`config.mk`:
```
export PLATFORM = sky130hd
export DESIGN_NAME = fsio_top
export DESIGN_NICKNAME = d
export VERILOG_FILES = /design/src/hdl/fsio_pkg.sv /design/src/hdl/fsio_led_if.sv /design/src/hdl/fsio_led_flasher.sv /design/src/hdl/fsio_top.sv
export VERILOG_INCLUDE_DIRS = /design/src /design/src/hdl
export SDC_FILE = /design/constraint.sdc
export NUM_CORES = 1
export LEC_CHECK = 0
export ABC_AREA = 1
export ABC_CLOCK_PERIOD_IN_PS = 5400
export BUFFER_PORTS_ARGS = -buffer_cell sky130_fd_sc_hd__buf_2
export CORE_MARGIN = 2
export CORE_UTILIZATION = 40
export CTS_BUF_LIST = sky130_fd_sc_hd__clkbuf_4
export DETAILED_ROUTE_END_ITERATION = 6
export PLACE_DENSITY_LB_ADDON = 0.2
export SYNTH_ARGS = -nofsm -noshare
export SYNTH_HDL_FRONTEND = slang
export SYNTH_HIERARCHICAL = 1
export SYNTH_SLANG_ARGS = --single-unit
```
`constraint.sdc`:
```
create_clock -name sys_clk -period 5.4 [get_ports sys_clk]
set_input_delay 0 -clock sys_clk [delete_from_list [all_inputs] [get_ports sys_clk]]
set_output_delay 0 -clock sys_clk [all_outputs]
set_load 0.005 [all_outputs]
```
`src/hdl/fsio_defs.svh`:
```
`ifndef FSIO_DEFS_SVH
`define FSIO_DEFS_SVH

// Temperatures in 0.1 degC, current in 0.1 A, voltage in 0.1 V
`define FSIO_OVT_TRIP      16'sh0320
`define FSIO_OVT_CLEAR     16'sh02ee
`define FSIO_BAND          17'sh0000a
`define FSIO_LIMIT_GAP     17'sh0000a
`define FSIO_CUR_MIN       16'h000a
`define FSIO_VOLT_MIN      16'h000a
`define FSIO_VOLT_MAX      16'h01e0
`define FSIO_SENSOR_LO     16'h0010
`define FSIO_SENSOR_HI     16'hfff0

`define FSIO_IN_HIGH_RST   1'b0
`define FSIO_OUT_HIGH_RST  1'b1
`define FSIO_OUT_OC_RST    1'b0
`define FSIO_ENABLE_SW_RST 1'b0

`define FSIO_CLK_KHZ       40000
`define FSIO_FLASH_ON_MS   150
`define FSIO_FLASH_OFF_MS  250
`define FSIO_PAUSE_MS      1500

`endif

```
`src/hdl/fsio_pkg.sv`:
```
package fsio_pkg;

  typedef enum logic [1:0] {
    FSIO_IDLE  = 2'h0,
    FSIO_RUN   = 2'h1,
    FSIO_FAULT = 2'h3,
    FSIO_SAFE  = 2'h2
  } fsio_state_t;

  typedef enum logic [1:0] {
    FSIO_PH_PAUSE = 2'h0,
    FSIO_PH_ON    = 2'h1,
    FSIO_PH_OFF   = 2'h3
  } fsio_phase_t;

  typedef enum logic [1:0] {
    FSIO_TS_OFF  = 2'h0,
    FSIO_TS_OK   = 2'h1,
    FSIO_TS_HIGH = 2'h2,
    FSIO_TS_LOW  = 2'h3
  } fsio_temp_stat_t;

endpackage

```
`src/hdl/fsio_led_if.sv`:
```
`timescale 1ns/1ps
interface fsio_led_if;
  logic [1:0] flash_count;
  logic       led;
  modport ctrl  (output flash_count, input led);
  modport flash (input flash_count, output led);
endinterface

```
`src/hdl/fsio_led_flasher.sv`:
```
`timescale 1ns/1ps
module fsio_led_flasher #(
  parameter int unsigned ON_CYC    = 6000000,
  parameter int unsigned OFF_CYC   = 10000000,
  parameter int unsigned PAUSE_CYC = 60000000
) (
  input wire logic  sys_clk,
  input wire logic  sys_rst,
  fsio_led_if.flash lf
);
  import fsio_pkg::*;

  if (ON_CYC < 1 || OFF_CYC < 1 || PAUSE_CYC < 1) begin : g_chk
    $error("fsio_led_flasher: cycle counts must be at least 1");
  end

  fsio_phase_t ph_q;
  logic [31:0] cnt_q;
  logic [1:0]  left_q;
  logic        led_q;
  logic        done;

  assign done   = (cnt_q == 32'h0000_0001);
  assign lf.led = led_q;

  // Burst of short flashes, then a long dark pause, repeating
  always_ff @(posedge sys_clk) begin
    if (sys_rst) begin
      ph_q   <= FSIO_PH_PAUSE;
      cnt_q  <= 32'h0000_0001;
      left_q <= 2'h0;
    end else if (!done) begin
      cnt_q <= cnt_q - 32'h0000_0001;
    end else begin
      unique case (ph_q)
        FSIO_PH_PAUSE: begin
          if (lf.flash_count != 2'h0) begin
            ph_q   <= FSIO_PH_ON;
            cnt_q  <= ON_CYC;
            left_q <= lf.flash_count - 2'h1;
          end else begin
            cnt_q <= 32'h0000_0001;
          end
        end
        FSIO_PH_ON: begin
          ph_q  <= FSIO_PH_OFF;
          cnt_q <= OFF_CYC;
        end
        FSIO_PH_OFF: begin
          if (left_q == 2'h0) begin
            ph_q  <= FSIO_PH_PAUSE;
            cnt_q <= PAUSE_CYC;
          end else begin
            ph_q   <= FSIO_PH_ON;
            cnt_q  <= ON_CYC;
            left_q <= left_q - 2'h1;
          end
        end
        default: begin
          ph_q  <= FSIO_PH_PAUSE;
          cnt_q <= 32'h0000_0001;
        end
      endcase
    end
  end

  always_ff @(posedge sys_clk) begin
    if (sys_rst) begin
      led_q <= 1'b0;
    end else begin
      led_q <= (ph_q == FSIO_PH_ON);
    end
  end
endmodule // fsio_led_flasher

```
`src/hdl/fsio_top.sv`:
```
`timescale 1ns/1ps
`include "fsio_defs.svh"
module fsio_top #(
  parameter logic [15:0] SENSOR_LO     = `FSIO_SENSOR_LO,
  parameter logic [15:0] SENSOR_HI     = `FSIO_SENSOR_HI,
  parameter int unsigned FLASH_ON_CYC  = `FSIO_FLASH_ON_MS * `FSIO_CLK_KHZ,
  parameter int unsigned FLASH_OFF_CYC = `FSIO_FLASH_OFF_MS * `FSIO_CLK_KHZ,
  parameter int unsigned PAUSE_CYC     = `FSIO_PAUSE_MS * `FSIO_CLK_KHZ
) (
  input  wire logic               sys_clk,
  input  wire logic               sys_rst,
  input  wire logic               external_activate_input,
  input  wire logic               external_fault_clear_input,
  input  wire logic               short_circuit_trip,
  input  wire logic [15:0]        sensor_raw,
  input  wire logic signed [15:0] sensor_temp,
  input  wire logic signed [15:0] setpoint_temp,
  input  wire logic signed [15:0] stage_temp,
  input  wire logic               host_start,
  input  wire logic               host_stop,
  input  wire logic               host_fault_reset,
  input  wire logic               cfg_write,
  input  wire logic               cfg_enable_sw,
  input  wire logic signed [15:0] cfg_temp_min,
  input  wire logic signed [15:0] cfg_temp_max,
  input  wire logic [15:0]        cfg_current_limit,
  input  wire logic [15:0]        cfg_voltage_limit,
  input  wire logic               io_cfg_write,
  input  wire logic               io_in_active_high,
  input  wire logic               io_out_active_high,
  input  wire logic               io_out_open_collector,
  output logic                    run_enable,
  output logic                    power_zero,
  output logic                    ready_out,
  output logic                    ready_oe,
  output logic                    error_led,
  output logic [2:0]              fault_flags,
  output logic                    activate_input_status,
  output fsio_pkg::fsio_temp_stat_t temp_status,
  output logic                    safe_state,
  output logic                    cfg_rejected,
  output logic                    enable_sw,
  output logic signed [15:0]      lim_temp_min,
  output logic signed [15:0]      lim_temp_max,
  output logic [15:0]             lim_current,
  output logic [15:0]             lim_voltage
);
  import fsio_pkg::*;

  if (SENSOR_LO >= SENSOR_HI) begin : g_chk
    $error("fsio_top: sensor range is empty");
  end

  // Synchroniser: bit 0 activate, 1 fault clear, 2 short-circuit trip
  logic [2:0] pin_raw;
  logic [2:0] s1_q;
  logic [2:0] s2_q;
  logic [2:0] s3_q;
  logic [2:0] filt_q;
  // Reset to the idle pin level, else a false activate follows reset
  localparam logic [2:0] SYNC_IDLE = {1'b0, {2{~`FSIO_IN_HIGH_RST}}};

  assign pin_raw = {short_circuit_trip, external_fault_clear_input,
                    external_activate_input};

  for (genvar i = 0; i < 3; i++) begin : g_sync
    always_ff @(posedge sys_clk) begin
      if (sys_rst) begin
        s1_q[i]   <= SYNC_IDLE[i];
        s2_q[i]   <= SYNC_IDLE[i];
        s3_q[i]   <= SYNC_IDLE[i];
        filt_q[i] <= SYNC_IDLE[i];
      end else begin
        s1_q[i] <= pin_raw[i];
        s2_q[i] <= s1_q[i];
        s3_q[i] <= s2_q[i];
        if (s2_q[i] == s3_q[i]) begin
          filt_q[i] <= s3_q[i];
        end
      end
    end
  end

  // IO polarity and drive configuration
  logic in_high_q;
  logic out_high_q;
  logic out_oc_q;
  fsio_state_t state_q;
  fsio_state_t state_d;
  logic idle_ok;
  logic io_accept;

  assign idle_ok   = (state_q == FSIO_IDLE) || (state_q == FSIO_FAULT);
  assign io_accept = io_cfg_write && idle_ok;

  always_ff @(posedge sys_clk) begin
    if (sys_rst) begin
      in_high_q  <= `FSIO_IN_HIGH_RST;
      out_high_q <= `FSIO_OUT_HIGH_RST;
      out_oc_q   <= `FSIO_OUT_OC_RST;
    end else if (io_accept) begin
      in_high_q  <= io_in_active_high;
      out_high_q <= io_out_active_high;
      out_oc_q   <= io_out_open_collector;
    end
  end

  logic act_lvl;
  logic clr_lvl;
  logic clr_prev_q;
  logic clr_edge;
  logic clear_req;

  assign act_lvl  = filt_q[0] ~^ in_high_q;
  assign clr_lvl  = filt_q[1] ~^ in_high_q;
  assign clr_edge = clr_lvl && !clr_prev_q;
  // Pin clear needs the activate input released first; host_fault_reset does not
  assign clear_req = (clr_edge && !act_lvl) || host_fault_reset;

  always_ff @(posedge sys_clk) begin
    if (sys_rst) begin
      clr_prev_q <= 1'b0;
    end else begin
      clr_prev_q <= clr_lvl;
    end
  end

  // Fault flags: 0 sensor, 1 overtemperature, 2 short circuit
  logic [2:0] flags_q;
  logic [2:0] flags_d;
  logic [2:0] set_vec;
  logic [2:0] clr_mask;
  logic       ovt_cool;

  assign set_vec[0] = (sensor_raw < SENSOR_LO) ||
                      (sensor_raw > SENSOR_HI);
  assign set_vec[1] = stage_temp > `FSIO_OVT_TRIP;
  assign set_vec[2] = filt_q[2];
  assign ovt_cool   = stage_temp < `FSIO_OVT_CLEAR;
  assign clr_mask   = {3{clear_req}} & {1'b1, ovt_cool, 1'b1};
  // Set beats clear; flags hold after the cause is gone
  assign flags_d    = set_vec | (flags_q & ~clr_mask);

  always_ff @(posedge sys_clk) begin
    if (sys_rst) begin
      flags_q <= 3'h0;
    end else begin
      flags_q <= flags_d;
    end
  end

  // Operating configuration and limits
  logic               enable_sw_q;
  logic signed [15:0] tmin_q;
  logic signed [15:0] tmax_q;
  logic [15:0]        cur_q;
  logic [15:0]        volt_q;
  logic               cfg_valid;
  logic               cfg_accept;
  logic               cfg_rej_q;

  assign cfg_valid =
    (17'(cfg_temp_min) <= 17'(cfg_temp_max) - `FSIO_LIMIT_GAP) &&
    (cfg_current_limit >= `FSIO_CUR_MIN) &&
    (cfg_voltage_limit >= `FSIO_VOLT_MIN) &&
    (cfg_voltage_limit <= `FSIO_VOLT_MAX);
  assign cfg_accept = cfg_write && idle_ok && cfg_valid;

  always_ff @(posedge sys_clk) begin
    if (sys_rst) begin
      enable_sw_q <= `FSIO_ENABLE_SW_RST;
      tmin_q      <= 16'sh0000;
      tmax_q      <= 16'sh01f4;
      cur_q       <= `FSIO_CUR_MIN;
      volt_q      <= `FSIO_VOLT_MAX;
    end else if (cfg_accept) begin
      enable_sw_q <= cfg_enable_sw;
      tmin_q      <= cfg_temp_min;
      tmax_q      <= cfg_temp_max;
      cur_q       <= cfg_current_limit;
      volt_q      <= cfg_voltage_limit;
    end
  end

  always_ff @(posedge sys_clk) begin
    if (sys_rst) begin
      cfg_rej_q <= 1'b0;
    end else begin
      cfg_rej_q <= cfg_write && !cfg_accept;
    end
  end

  // Software start latch; ignored in hardware mode or while faulted
  logic start_q;
  logic permit;

  always_ff @(posedge sys_clk) begin
    if (sys_rst) begin
      start_q <= 1'b0;
    end else if (!enable_sw_q || host_stop || !act_lvl ||
                 (|flags_d) || state_q == FSIO_SAFE) begin
      start_q <= 1'b0;
    end else if (host_start) begin
      start_q <= 1'b1;
    end
  end

  assign permit = act_lvl && (!enable_sw_q || start_q);

  always_comb begin
    state_d = state_q;
    unique case (state_q)
      FSIO_SAFE: state_d = FSIO_SAFE;
      default: begin
        if (io_accept) begin
          state_d = FSIO_SAFE;
        end else if (|flags_d) begin
          state_d = FSIO_FAULT;
        end else if (permit) begin
          state_d = FSIO_RUN;
        end else begin
          state_d = FSIO_IDLE;
        end
      end
    endcase
  end

  always_ff @(posedge sys_clk) begin
    if (sys_rst) begin
      state_q <= FSIO_IDLE;
    end else begin
      state_q <= state_d;
    end
  end

  // Registered outputs
  logic            run_q;
  logic            zero_q;
  logic            safe_q;
  logic            rdy_o_q;
  logic            rdy_oe_q;
  logic            act_st_q;
  fsio_temp_stat_t ts_q;
  logic            rdy_lvl;
  logic signed [16:0] tdiff;

  assign rdy_lvl = (state_d == FSIO_RUN) ~^ out_high_q;
  assign tdiff   = 17'(sensor_temp) - 17'(setpoint_temp);

  always_ff @(posedge sys_clk) begin
    if (sys_rst) begin
      run_q  <= 1'b0;
      zero_q <= 1'b1;
      safe_q <= 1'b0;
    end else begin
      run_q  <= (state_d == FSIO_RUN);
      zero_q <= (state_d != FSIO_RUN);
      safe_q <= (state_d == FSIO_SAFE);
    end
  end

  // Open collector only sinks; the pin floats for a high level
  always_ff @(posedge sys_clk) begin
    if (sys_rst) begin
      rdy_o_q  <= 1'b0;
      rdy_oe_q <= 1'b1;
    end else begin
      rdy_o_q  <= out_oc_q ? 1'b0 : rdy_lvl;
      rdy_oe_q <= out_oc_q ? !rdy_lvl : 1'b1;
    end
  end

  always_ff @(posedge sys_clk) begin
    if (sys_rst) begin
      act_st_q <= 1'b0;
      ts_q     <= FSIO_TS_OFF;
    end else begin
      act_st_q <= act_lvl;
      if (state_d != FSIO_RUN) begin
        ts_q <= FSIO_TS_OFF;
      end else if (tdiff > `FSIO_BAND) begin
        ts_q <= FSIO_TS_HIGH;
      end else if (tdiff < -`FSIO_BAND) begin
        ts_q <= FSIO_TS_LOW;
      end else begin
        ts_q <= FSIO_TS_OK;
      end
    end
  end

  // Error LED code; sensor has priority, then short, then overtemp
  fsio_led_if led_if ();
  logic [1:0] flash_q;

  always_ff @(posedge sys_clk) begin
    if (sys_rst) begin
      flash_q <= 2'h0;
    end else if (flags_q[0]) begin
      flash_q <= 2'h1;
    end else if (flags_q[2]) begin
      flash_q <= 2'h2;
    end else if (flags_q[1]) begin
      flash_q <= 2'h3;
    end else begin
      flash_q <= 2'h0;
    end
  end

  assign led_if.flash_count = flash_q;

  fsio_led_flasher #(
    .ON_CYC    (FLASH_ON_CYC),
    .OFF_CYC   (FLASH_OFF_CYC),
    .PAUSE_CYC (PAUSE_CYC)
  ) u_flasher (
    .sys_clk (sys_clk),
    .sys_rst (sys_rst),
    .lf      (led_if.flash)
  );

  assign run_enable            = run_q;
  assign power_zero            = zero_q;
  assign ready_out             = rdy_o_q;
  assign ready_oe              = rdy_oe_q;
  assign error_led             = led_if.led;
  assign fault_flags           = flags_q;
  assign activate_input_status = act_st_q;
  assign temp_status           = ts_q;
  assign safe_state            = safe_q;
  assign cfg_rejected          = cfg_rej_q;
  assign enable_sw             = enable_sw_q;
  assign lim_temp_min          = tmin_q;
  assign lim_temp_max          = tmax_q;
  assign lim_current           = cur_q;
  assign lim_voltage           = volt_q;
endmodule // fsio_top

```
==> metrics.md, run 1 <==
| Metric | Value |
|---|---|
| CTS tree | built |
| Most instantiated cells after synthesis | nand2_1, nor2_1, inv_1 |
| CORE AREA | 19590 sq um |
| Post-synthesis cell area | 8028 sq um |
| Slew Limit Fails | 0 |
| Post-route non-filler standard cell count | 1775 |
| Worst EP required | 5.87 ns |
| # port buffers | 219 |
| Number of synthesized flops with an enable pin | 0 |
| First-pass GRT wire length | 37360 um |
| Min-delay worst type | in -> reg |
| R2r setup slk | 3.05 ns |
| DR vias/cell | 4.737 |
| Die H | 145.7 um |
| Io pins | 220 |
| Clock Path Buffers | 2 |
| Synth Register Bits | 135 |
| TritonCTS buffer count | 17 |
| FMAX | 276.2 MHz |
| Crit. End Element | flop |
| Relative slew slack | 31.37% |
| Static Leak | 0.005292 uW |
| Status | complete, no violations |
| Post-DP HPWL | 17290 um |
| Post-Synthesis Cells | 1197 |
| Cell variety after synth | 44 |
| CTS sink count | 135 |
| Synth Area per Inst | 6.707 sq um |
| Worst r2r dst | lim_temp_max[5]$_SDFFE_PP1P_ |
| Largest net degree at the start of global routing | 66 |
| Synth top area share | 33.67% |
| RSZ-0062 raised after global routing | false |
| Final ANT Viol Nets | 0 |
| Post-CTS Setup Inserts | 0 |
| Gpl congestion | 0.8737 |
| WHS Path Cells | 8 |
| Die area | 21220 sq um |
| Gr usage total | 21.21% |
| Die W | 145.7 um |
| Sequential share of the synthesized area | 33.67% |
| Arr. time, crit path | 4.09 ns |
| Min-delay src | stage_temp[13] |
| Worst-path fanout max | 59 |
| Hold Path End | state_q[1]$_SDFF_PP0_ |
| Worst skew pair latency | 0.55 ns |
| Share of layout cells above drive strength 1 | 20.68% |
| Filler cells | 1949 |
| H-tree Lvls | 4 |
| Final net count | 1676 |
| DRT Pass-1 Iters | 5 |
| Peak supply drop | 191.8 uV |
| Worst-Margin Slew | 1.028 ns |
| R2R depth | 9 |
| Vias in the first global route | 8007 |
| Dpl cells | 1658 |
| Post-synth top area cell | dfxtp_1 |
| Reg clk slew, reported paths | 0.16 ns |
| Multi-input gate area | 4589 sq um |
| Final min period | 3.621 ns |
| Setup CP Type | in -> reg |
| Max_cap viols | 0 |
| GRT overflow | 0 |
| Via Count | 8409 |
| Most common cell in the synthesized netlist | nand2_1 |
| Wirelength per Cell | 12.84 um |
| Antenna violations before repair | 1 |
| Post-CTS Resized | 0 |
| Pwr/cell area | 317.5 nW/um^2 |
| Top_reg_cell synth | dfxtp_1 |
| Reg area | 2703 sq um |
| Setup Viol. Count Final | 0 |
| Finished Core Util | 53.23% |
| Synthesized Nets | 1377 |
| CTS Root Cell | clkbuf_4 |
| Starting Density | 40.98% |
| DRT Wirelength | 22790 um |
| Worst r2r src | state_q[0]$_SDFF_PP0_ |
| Layout area overhead | 29.89% |
| DRT iter0 DRCs | 349 |
| DRC | 0 |
| # rows | 51 |
| Post-synth ARST share | 0% |
| Critical Path Source Type | input pin |
| Sum Neg Setup Slack | 0 ns |
| Setup Skew | 0.02610 ns |
| Endpoints failing hold | 0 |
| Crit share post-route | 67.05% |
| Total number of yosys warnings | 6 |
| Synth area leaders | dfxtp_1, nand2_1, nor2_1, inv_1, ha_1 |
==> flip-flops by register name, summed over array words and instances, names as in the netlist, 2 cells and up <==
signal	count
state_q	2
flash_q	2
lim_current	16
lim_temp_min	16
u_flasher/left_q	2
fault_flags	3
s3_q	3
u_flasher/ph_q	2
lim_voltage	16
lim_temp_max	16
temp_status	2
u_flasher/cnt_q	32
filt_q	3
s1_q	3
s2_q	3
==> through the flow <==
stage          hold slack (ns)  instance area [sq um]  worst slack [ns]  total power (uW)
6_report               0.05486                  10430             1.779              3310
4_1_cts               0.006865                  10430             1.773              3321
5_1_grt                0.03256                  10430             1.299              3585
2_1_floorplan          0.06907                   8028             2.599              2283
3_3_place_gp            0.1847                   9295             1.859              2576
3_5_place_dp            0.1884                   9295             1.735              2596
==> routing by layer <==
layer	wire (um)	track usage, %	vias up
met5	0	0	-
met4	312	5.000	0
met1	9835	24.95	3758
met2	11200	38.02	215
met3	1446	6.082	21
li1	-	-	4415
==> worst max-delay path by stage <==
stage / from / end / slack, ns / cells past startpoint
floorplan: cfg_temp_max[2] / lim_current[1]$_SDFFE_PP1P_ / 2.60 / 21
global placement: cfg_temp_max[2] / lim_temp_max[2]$_SDFFE_PP1P_ / 1.86 / 21
detailed placement: cfg_temp_max[2] / lim_temp_max[7]$_SDFFE_PP1P_ / 1.73 / 21
CTS: cfg_temp_max[2] / lim_temp_max[7]$_SDFFE_PP1P_ / 1.77 / 22
global route: cfg_temp_max[2] / lim_voltage[7]$_SDFFE_PP1P_ / 1.30 / 22
finish: cfg_temp_max[2] / lim_temp_max[5]$_SDFFE_PP1P_ / 1.78 / 22
==> final cells by class <==
| type | count | area share, % |
|---|---|---|
| Sequential cell | 135 | 25.92 |
| Tap cell | 265 | 3.180 |
| Timing Repair Buffer | 305 | 18.72 |
| Antenna cell | 1 | 0.02400 |
| Clock buffer | 17 | 1.224 |
| Clock inverter | 15 | 1.548 |
| Multi-Input combinational cell | 889 | 44.01 |
| Inverter | 148 | 5.376 |
==> critical path, cell delays in order <==
cell	delay, ns
dlygate4sd3_1	0.54
buf_2	0.13
inv_1	0.08
ha_1	0.20
o21ai_2	0.08
nor3_1	0.21
nor3b_1	0.32
nand3b_1	0.17
nor2_2	0.14
nand3_1	0.10
xor2_1	0.15
ha_1	0.31
nand3_1	0.10
nor2_1	0.17
nand4_1	0.12
nand3_1	0.10
nand2_1	0.05
nand2_1	0.07
nand2_2	0.05
inv_2	0.74
nand2_1	0.11
nand3_1	0.10
==> where the power goes <==
group          switching (uW)  internal, uW  leakage [uW]  total (uW)
sequential               89.0          1100       0.00110        1180
clock                     461           211      0.000158         672
combinational             928           526       0.00404        1450
total                    1480          1830       0.00529        3310
==> kinds of logic after synthesis <==
logic type,count (synthesis),share of synthesized area (%)
AND/OR/NAND/NOR,693,37.80
buffers and inverters,173,9.196
flip-flops,135,33.67
AO/OA/AOI/OAI,131,10.29
adder cells (fa/ha/maj),38,6.016
XOR/XNOR,27,3.039
==> cell usage in the layout (no fill, tap or decap), drive strengths merged, types with 17 or more instances in the layout <==
| cell | netlist | routed |
|---|---|---|
| dlygate4sd3 | 0 | 84 |
| a21oi | 39 | 39 |
| o21ai | 35 | 35 |
| dfxtp | 135 | 135 |
| nand3 | 83 | 83 |
| ha | 37 | 37 |
| buf | 15 | 221 |
| xor2 | 21 | 21 |
| o21bai | 50 | 50 |
| nand2 | 293 | 293 |
| clkbuf | 10 | 17 |
| nor2 | 250 | 250 |
| inv | 145 | 152 |
| nand4 | 26 | 26 |
==> timing repair <==
action	4_1_cts	5_1_grt
hold buffers	84	0
setup endpoints to repair	0	0
endpoints found under the hold margin	75	0
(Power assumes the default switching activity.)
==> inputs of run 2 (changes only) <==
- ABC_CLOCK_PERIOD_IN_PS: 5400 -> 3600
- clock period: 5.4 -> 3.6 ns (I/O delays scaled with it)
==> run 2 against run 1 <==
  * Global-route usage grew 0.35 points
  * Utilization increased by 0.24 points
  * Setup slack worse by 1.5 ns
  * Total power rose by 49%
  * Final area increased by 0.46%
  * Worst hold slack got worse by 0.029 ns
  * Highest routed layer is now met5
  * Combinational power is 50% higher
  * Largest cell class unchanged
  * Clock skew grew 0.00095 ns
==> metrics.md, run 2 (synthesis results as in run 1) <==
| Metric | Value |
|---|---|
| Place WS | 0.2584 ns (was 1.735 ns) |
| DRT Pass-1 Iters | 5 (unchanged) |
| Worst-path fanout max | 5 (was 59) |
| DRT Wirelength | 22580 um (was 22790 um) |
| Hold_ws | 0.02568 ns (was 0.05486 ns) |
| Relative slew slack | 57.49% (was 31.37%) |
| Status | complete, no violations (unchanged) |
| Worst skew pair latency | 0.56 ns (was 0.55 ns) |
| Gr usage total | 21.55% (was 21.21%) |
| # port buffers | 219 (unchanged) |
| CORE AREA | 19590 sq um (unchanged) |
| Finished Core Util | 53.47% (was 53.23%) |
| CTS tree | built (unchanged) |
| Die H | 145.7 um (unchanged) |
| Reg clk slew, reported paths | 0.14 ns (was 0.16 ns) |
| FMAX | 298.1 MHz |
| Via Count | 8329 (was 8409) |
| GRT overflow | 0 (unchanged) |
| Dpl cells | 1662 (was 1658) |
| TritonCTS buffer count | 17 (unchanged) |
| Commonest non-fill, non-tap cell in the layout | nand2_1 (unchanged) |
| Die area | 21220 sq um (unchanged) |
| # rows | 51 (unchanged) |
| Wirelength per Cell | 12.70 um (was 12.84 um) |
| Static Leak | 0.005307 uW (was 0.005292 uW) |
| Die W | 145.7 um (unchanged) |
| Gpl congestion | 0.8826 (was 0.8737) |
| Worst EP required | 4.10 ns (was 5.87 ns) |
| Io pins | 220 (unchanged) |
| Max_cap viols | 0 (unchanged) |
| CTS Root Cell | clkbuf_4 (unchanged) |
| Slew Limit Fails | 0 (unchanged) |
| Critical path cell sequence | dlygate4sd3_1, buf_2, nor2_1, dlygate4sd3_1, nand2_1, dlygate4sd3_1, nand4_1, o21ai_0, dlygate4sd3_1, nor2_2, nand2_2, nor2_4, inv_1, nor4_1, dlygate4sd3_1 (was dlygate4sd3_1, buf_2, inv_1, ha_1, o21ai_2, nor3_1, nor3b_1, nand3b_1, nor2_2, nand3_1, xor2_1, ha_1, nand3_1, nor2_1, nand4_1, nand3_1, nand2_1, nand2_1, nand2_2, inv_2, nand2_1, nand3_1) |
| Clock Path Buffers | 2 (unchanged) |
| Slowest stage cell, crit path | dlygate4sd3_1 (was inv_2) |
| Final net count | 1679 (was 1676) |
| CTS sink count | 135 (unchanged) |
| RSZ-0062 raised after global routing | false (unchanged) |
| Starting Density | 40.98% (unchanged) |
| Most frequent cells in the layout | nand2_1, nor2_1, buf_2, inv_1, dfxtp_1 (unchanged) |
| Post-route non-filler standard cell count | 1778 (was 1775) |
| Setup Viol. Count Final | 0 (unchanged) |
| Post-DP HPWL | 17530 um (was 17290 um) |
| Slowest cell delay on critical path | 0.58 ns (was 0.74 ns) |
| Endpoints failing hold | 0 (unchanged) |
| Setup Skew | 0.02705 ns (was 0.02610 ns) |
| Min-delay worst type | in -> reg (unchanged) |
| DRT iter0 DRCs | 459 (was 349) |
| H-tree Lvls | 4 (unchanged) |
| Setup CP Type | in -> reg (unchanged) |
| Largest register FFs | 32 (unchanged) |
| Most used cell, CP | dlygate4sd3_1 (was nand3_1) |
| DR vias/cell | 4.684 (was 4.737) |
| Final ANT Viol Nets | 0 (unchanged) |
| Vias in the first global route | 8033 (was 8007) |
| Largest net degree at the start of global routing | 66 (unchanged) |
| DRC | 0 (unchanged) |
| Crit. End Element | flop (unchanged) |
| Pwr/cell area | 471.6 nW/um^2 (was 317.5 nW/um^2) |
| Reg with most FFs | u_flasher/cnt_q (unchanged) |
| Peak supply drop | 296.5 uV (was 191.8 uV) |
| Layout area overhead | 30.49% (was 29.89%) |
| Final min period | 3.354 ns |
| Sum Neg Setup Slack | 0 ns (unchanged) |
| First-pass GRT wire length | 38160 um (was 37360 um) |
| R2R depth | 8 (was 9) |
| Share of layout cells above drive strength 1 | 20.97% (was 20.68%) |
| Critical Path Source Type | input pin (unchanged) |
| Crit share post-route | 93.18% |
| Arr. time, crit path | 3.85 ns (was 4.09 ns) |
| Filler cells | 1937 (was 1949) |
| Antenna violations before repair | 2 (was 1) |
| WHS Path Cells | 5 (was 8) |
| Worst-Margin Slew | 0.6376 ns (was 1.028 ns) |
| Final setup margin | 0.2456 ns (was 1.779 ns) |
==> run 2: cell types whose count changed in the layout (fill, tap and decap cells not counted) <==
cell | before | now
buf_12 | 0 | 2
buf_4 | 2 | 3
buf_6 | 0 | 1
clkinv_2 | 2 | 1
clkinv_4 | 3 | 2
clkinv_8 | 4 | 3
clkinvlp_4 | 0 | 2
dlygate4sd3_1 | 84 | 83
inv_6 | 4 | 5
nor3b_1 | 3 | 2
nor3b_2 | 0 | 1
==> run 2: power by group <==
group / switching (uW) / leakage (uW) / internal (uW)
Sequential: 132 / 0.00110 / 1640
Clock: 685 / 0.000148 / 313
Combinational: 1380 / 0.00406 / 787
==> run 2: stage by stage <==
step	cell area, sq um	power, uW
after detailed placement	9350	3890
final	10480	4940
after global routing	10480	5384
after global placement	9350	3872
after CTS	10460	4971
after floorplan	8028	3425
==> run 2: path summary, 6_finish.rpt <==
check	startpoint	endpoint	slack (ns)
worst min register to register	s1_q[2]$_SDFF_PP0_	s2_q[2]$_SDFF_PP0_	0.42
worst min-delay path	io_cfg_write	safe_state$_SDFF_PP0_	0.03
worst max-delay path	sensor_raw[1]	start_q$_SDFFE_PP0P_	0.25
worst max register to register	state_q[0]$_SDFF_PP0_	out_high_q$_SDFFE_PP1P_	1.25
==> run 2: cell type report <==
| type | count | area (sq um) | area share, % |
|---|---|---|---|
| clock inverters | 15 | 155.1 | 1.481 |
| repair buffers | 308 | 2001 | 19.10 |
| diodes | 1 | 2.502 | 0.02389 |
| clock buffers | 17 | 127.6 | 1.218 |
| well taps | 265 | 331.6 | 3.165 |
| flip-flops and latches | 135 | 2703 | 25.80 |
| multi-input cells | 889 | 4594 | 43.86 |
| inverters | 148 | 560.5 | 5.351 |
==> run 2: what timing repair did <==
| action | in CTS | in global routing |
|---|---|---|
| gates resized for setup | 0 | 2 |
| hold endpoints to repair | 80 | 0 |
| hold buffers | 83 | 0 |
| buffers inserted | 0 | 0 |
| setup endpoints to repair | 0 | 66 |
==> run 2: worst max-delay path, delay by kind of cell <==
| kind | cells | cell delay [ns] |
|---|---|---|
| buf+inv | 7 | 2.97 |
| compound gates | 1 | 0.08 |
| simple gates | 7 | 0.77 |
==> run 2: routing by layer <==
layer  GRT usage (%)  vias up  part of all wire, %
li1                -     4410                    -
met1           26.71     3712                   45
met2           37.45      188                   49
met3           5.768       17                  5.6
met4           4.804        2                  1.2
met5               0        -                0.031
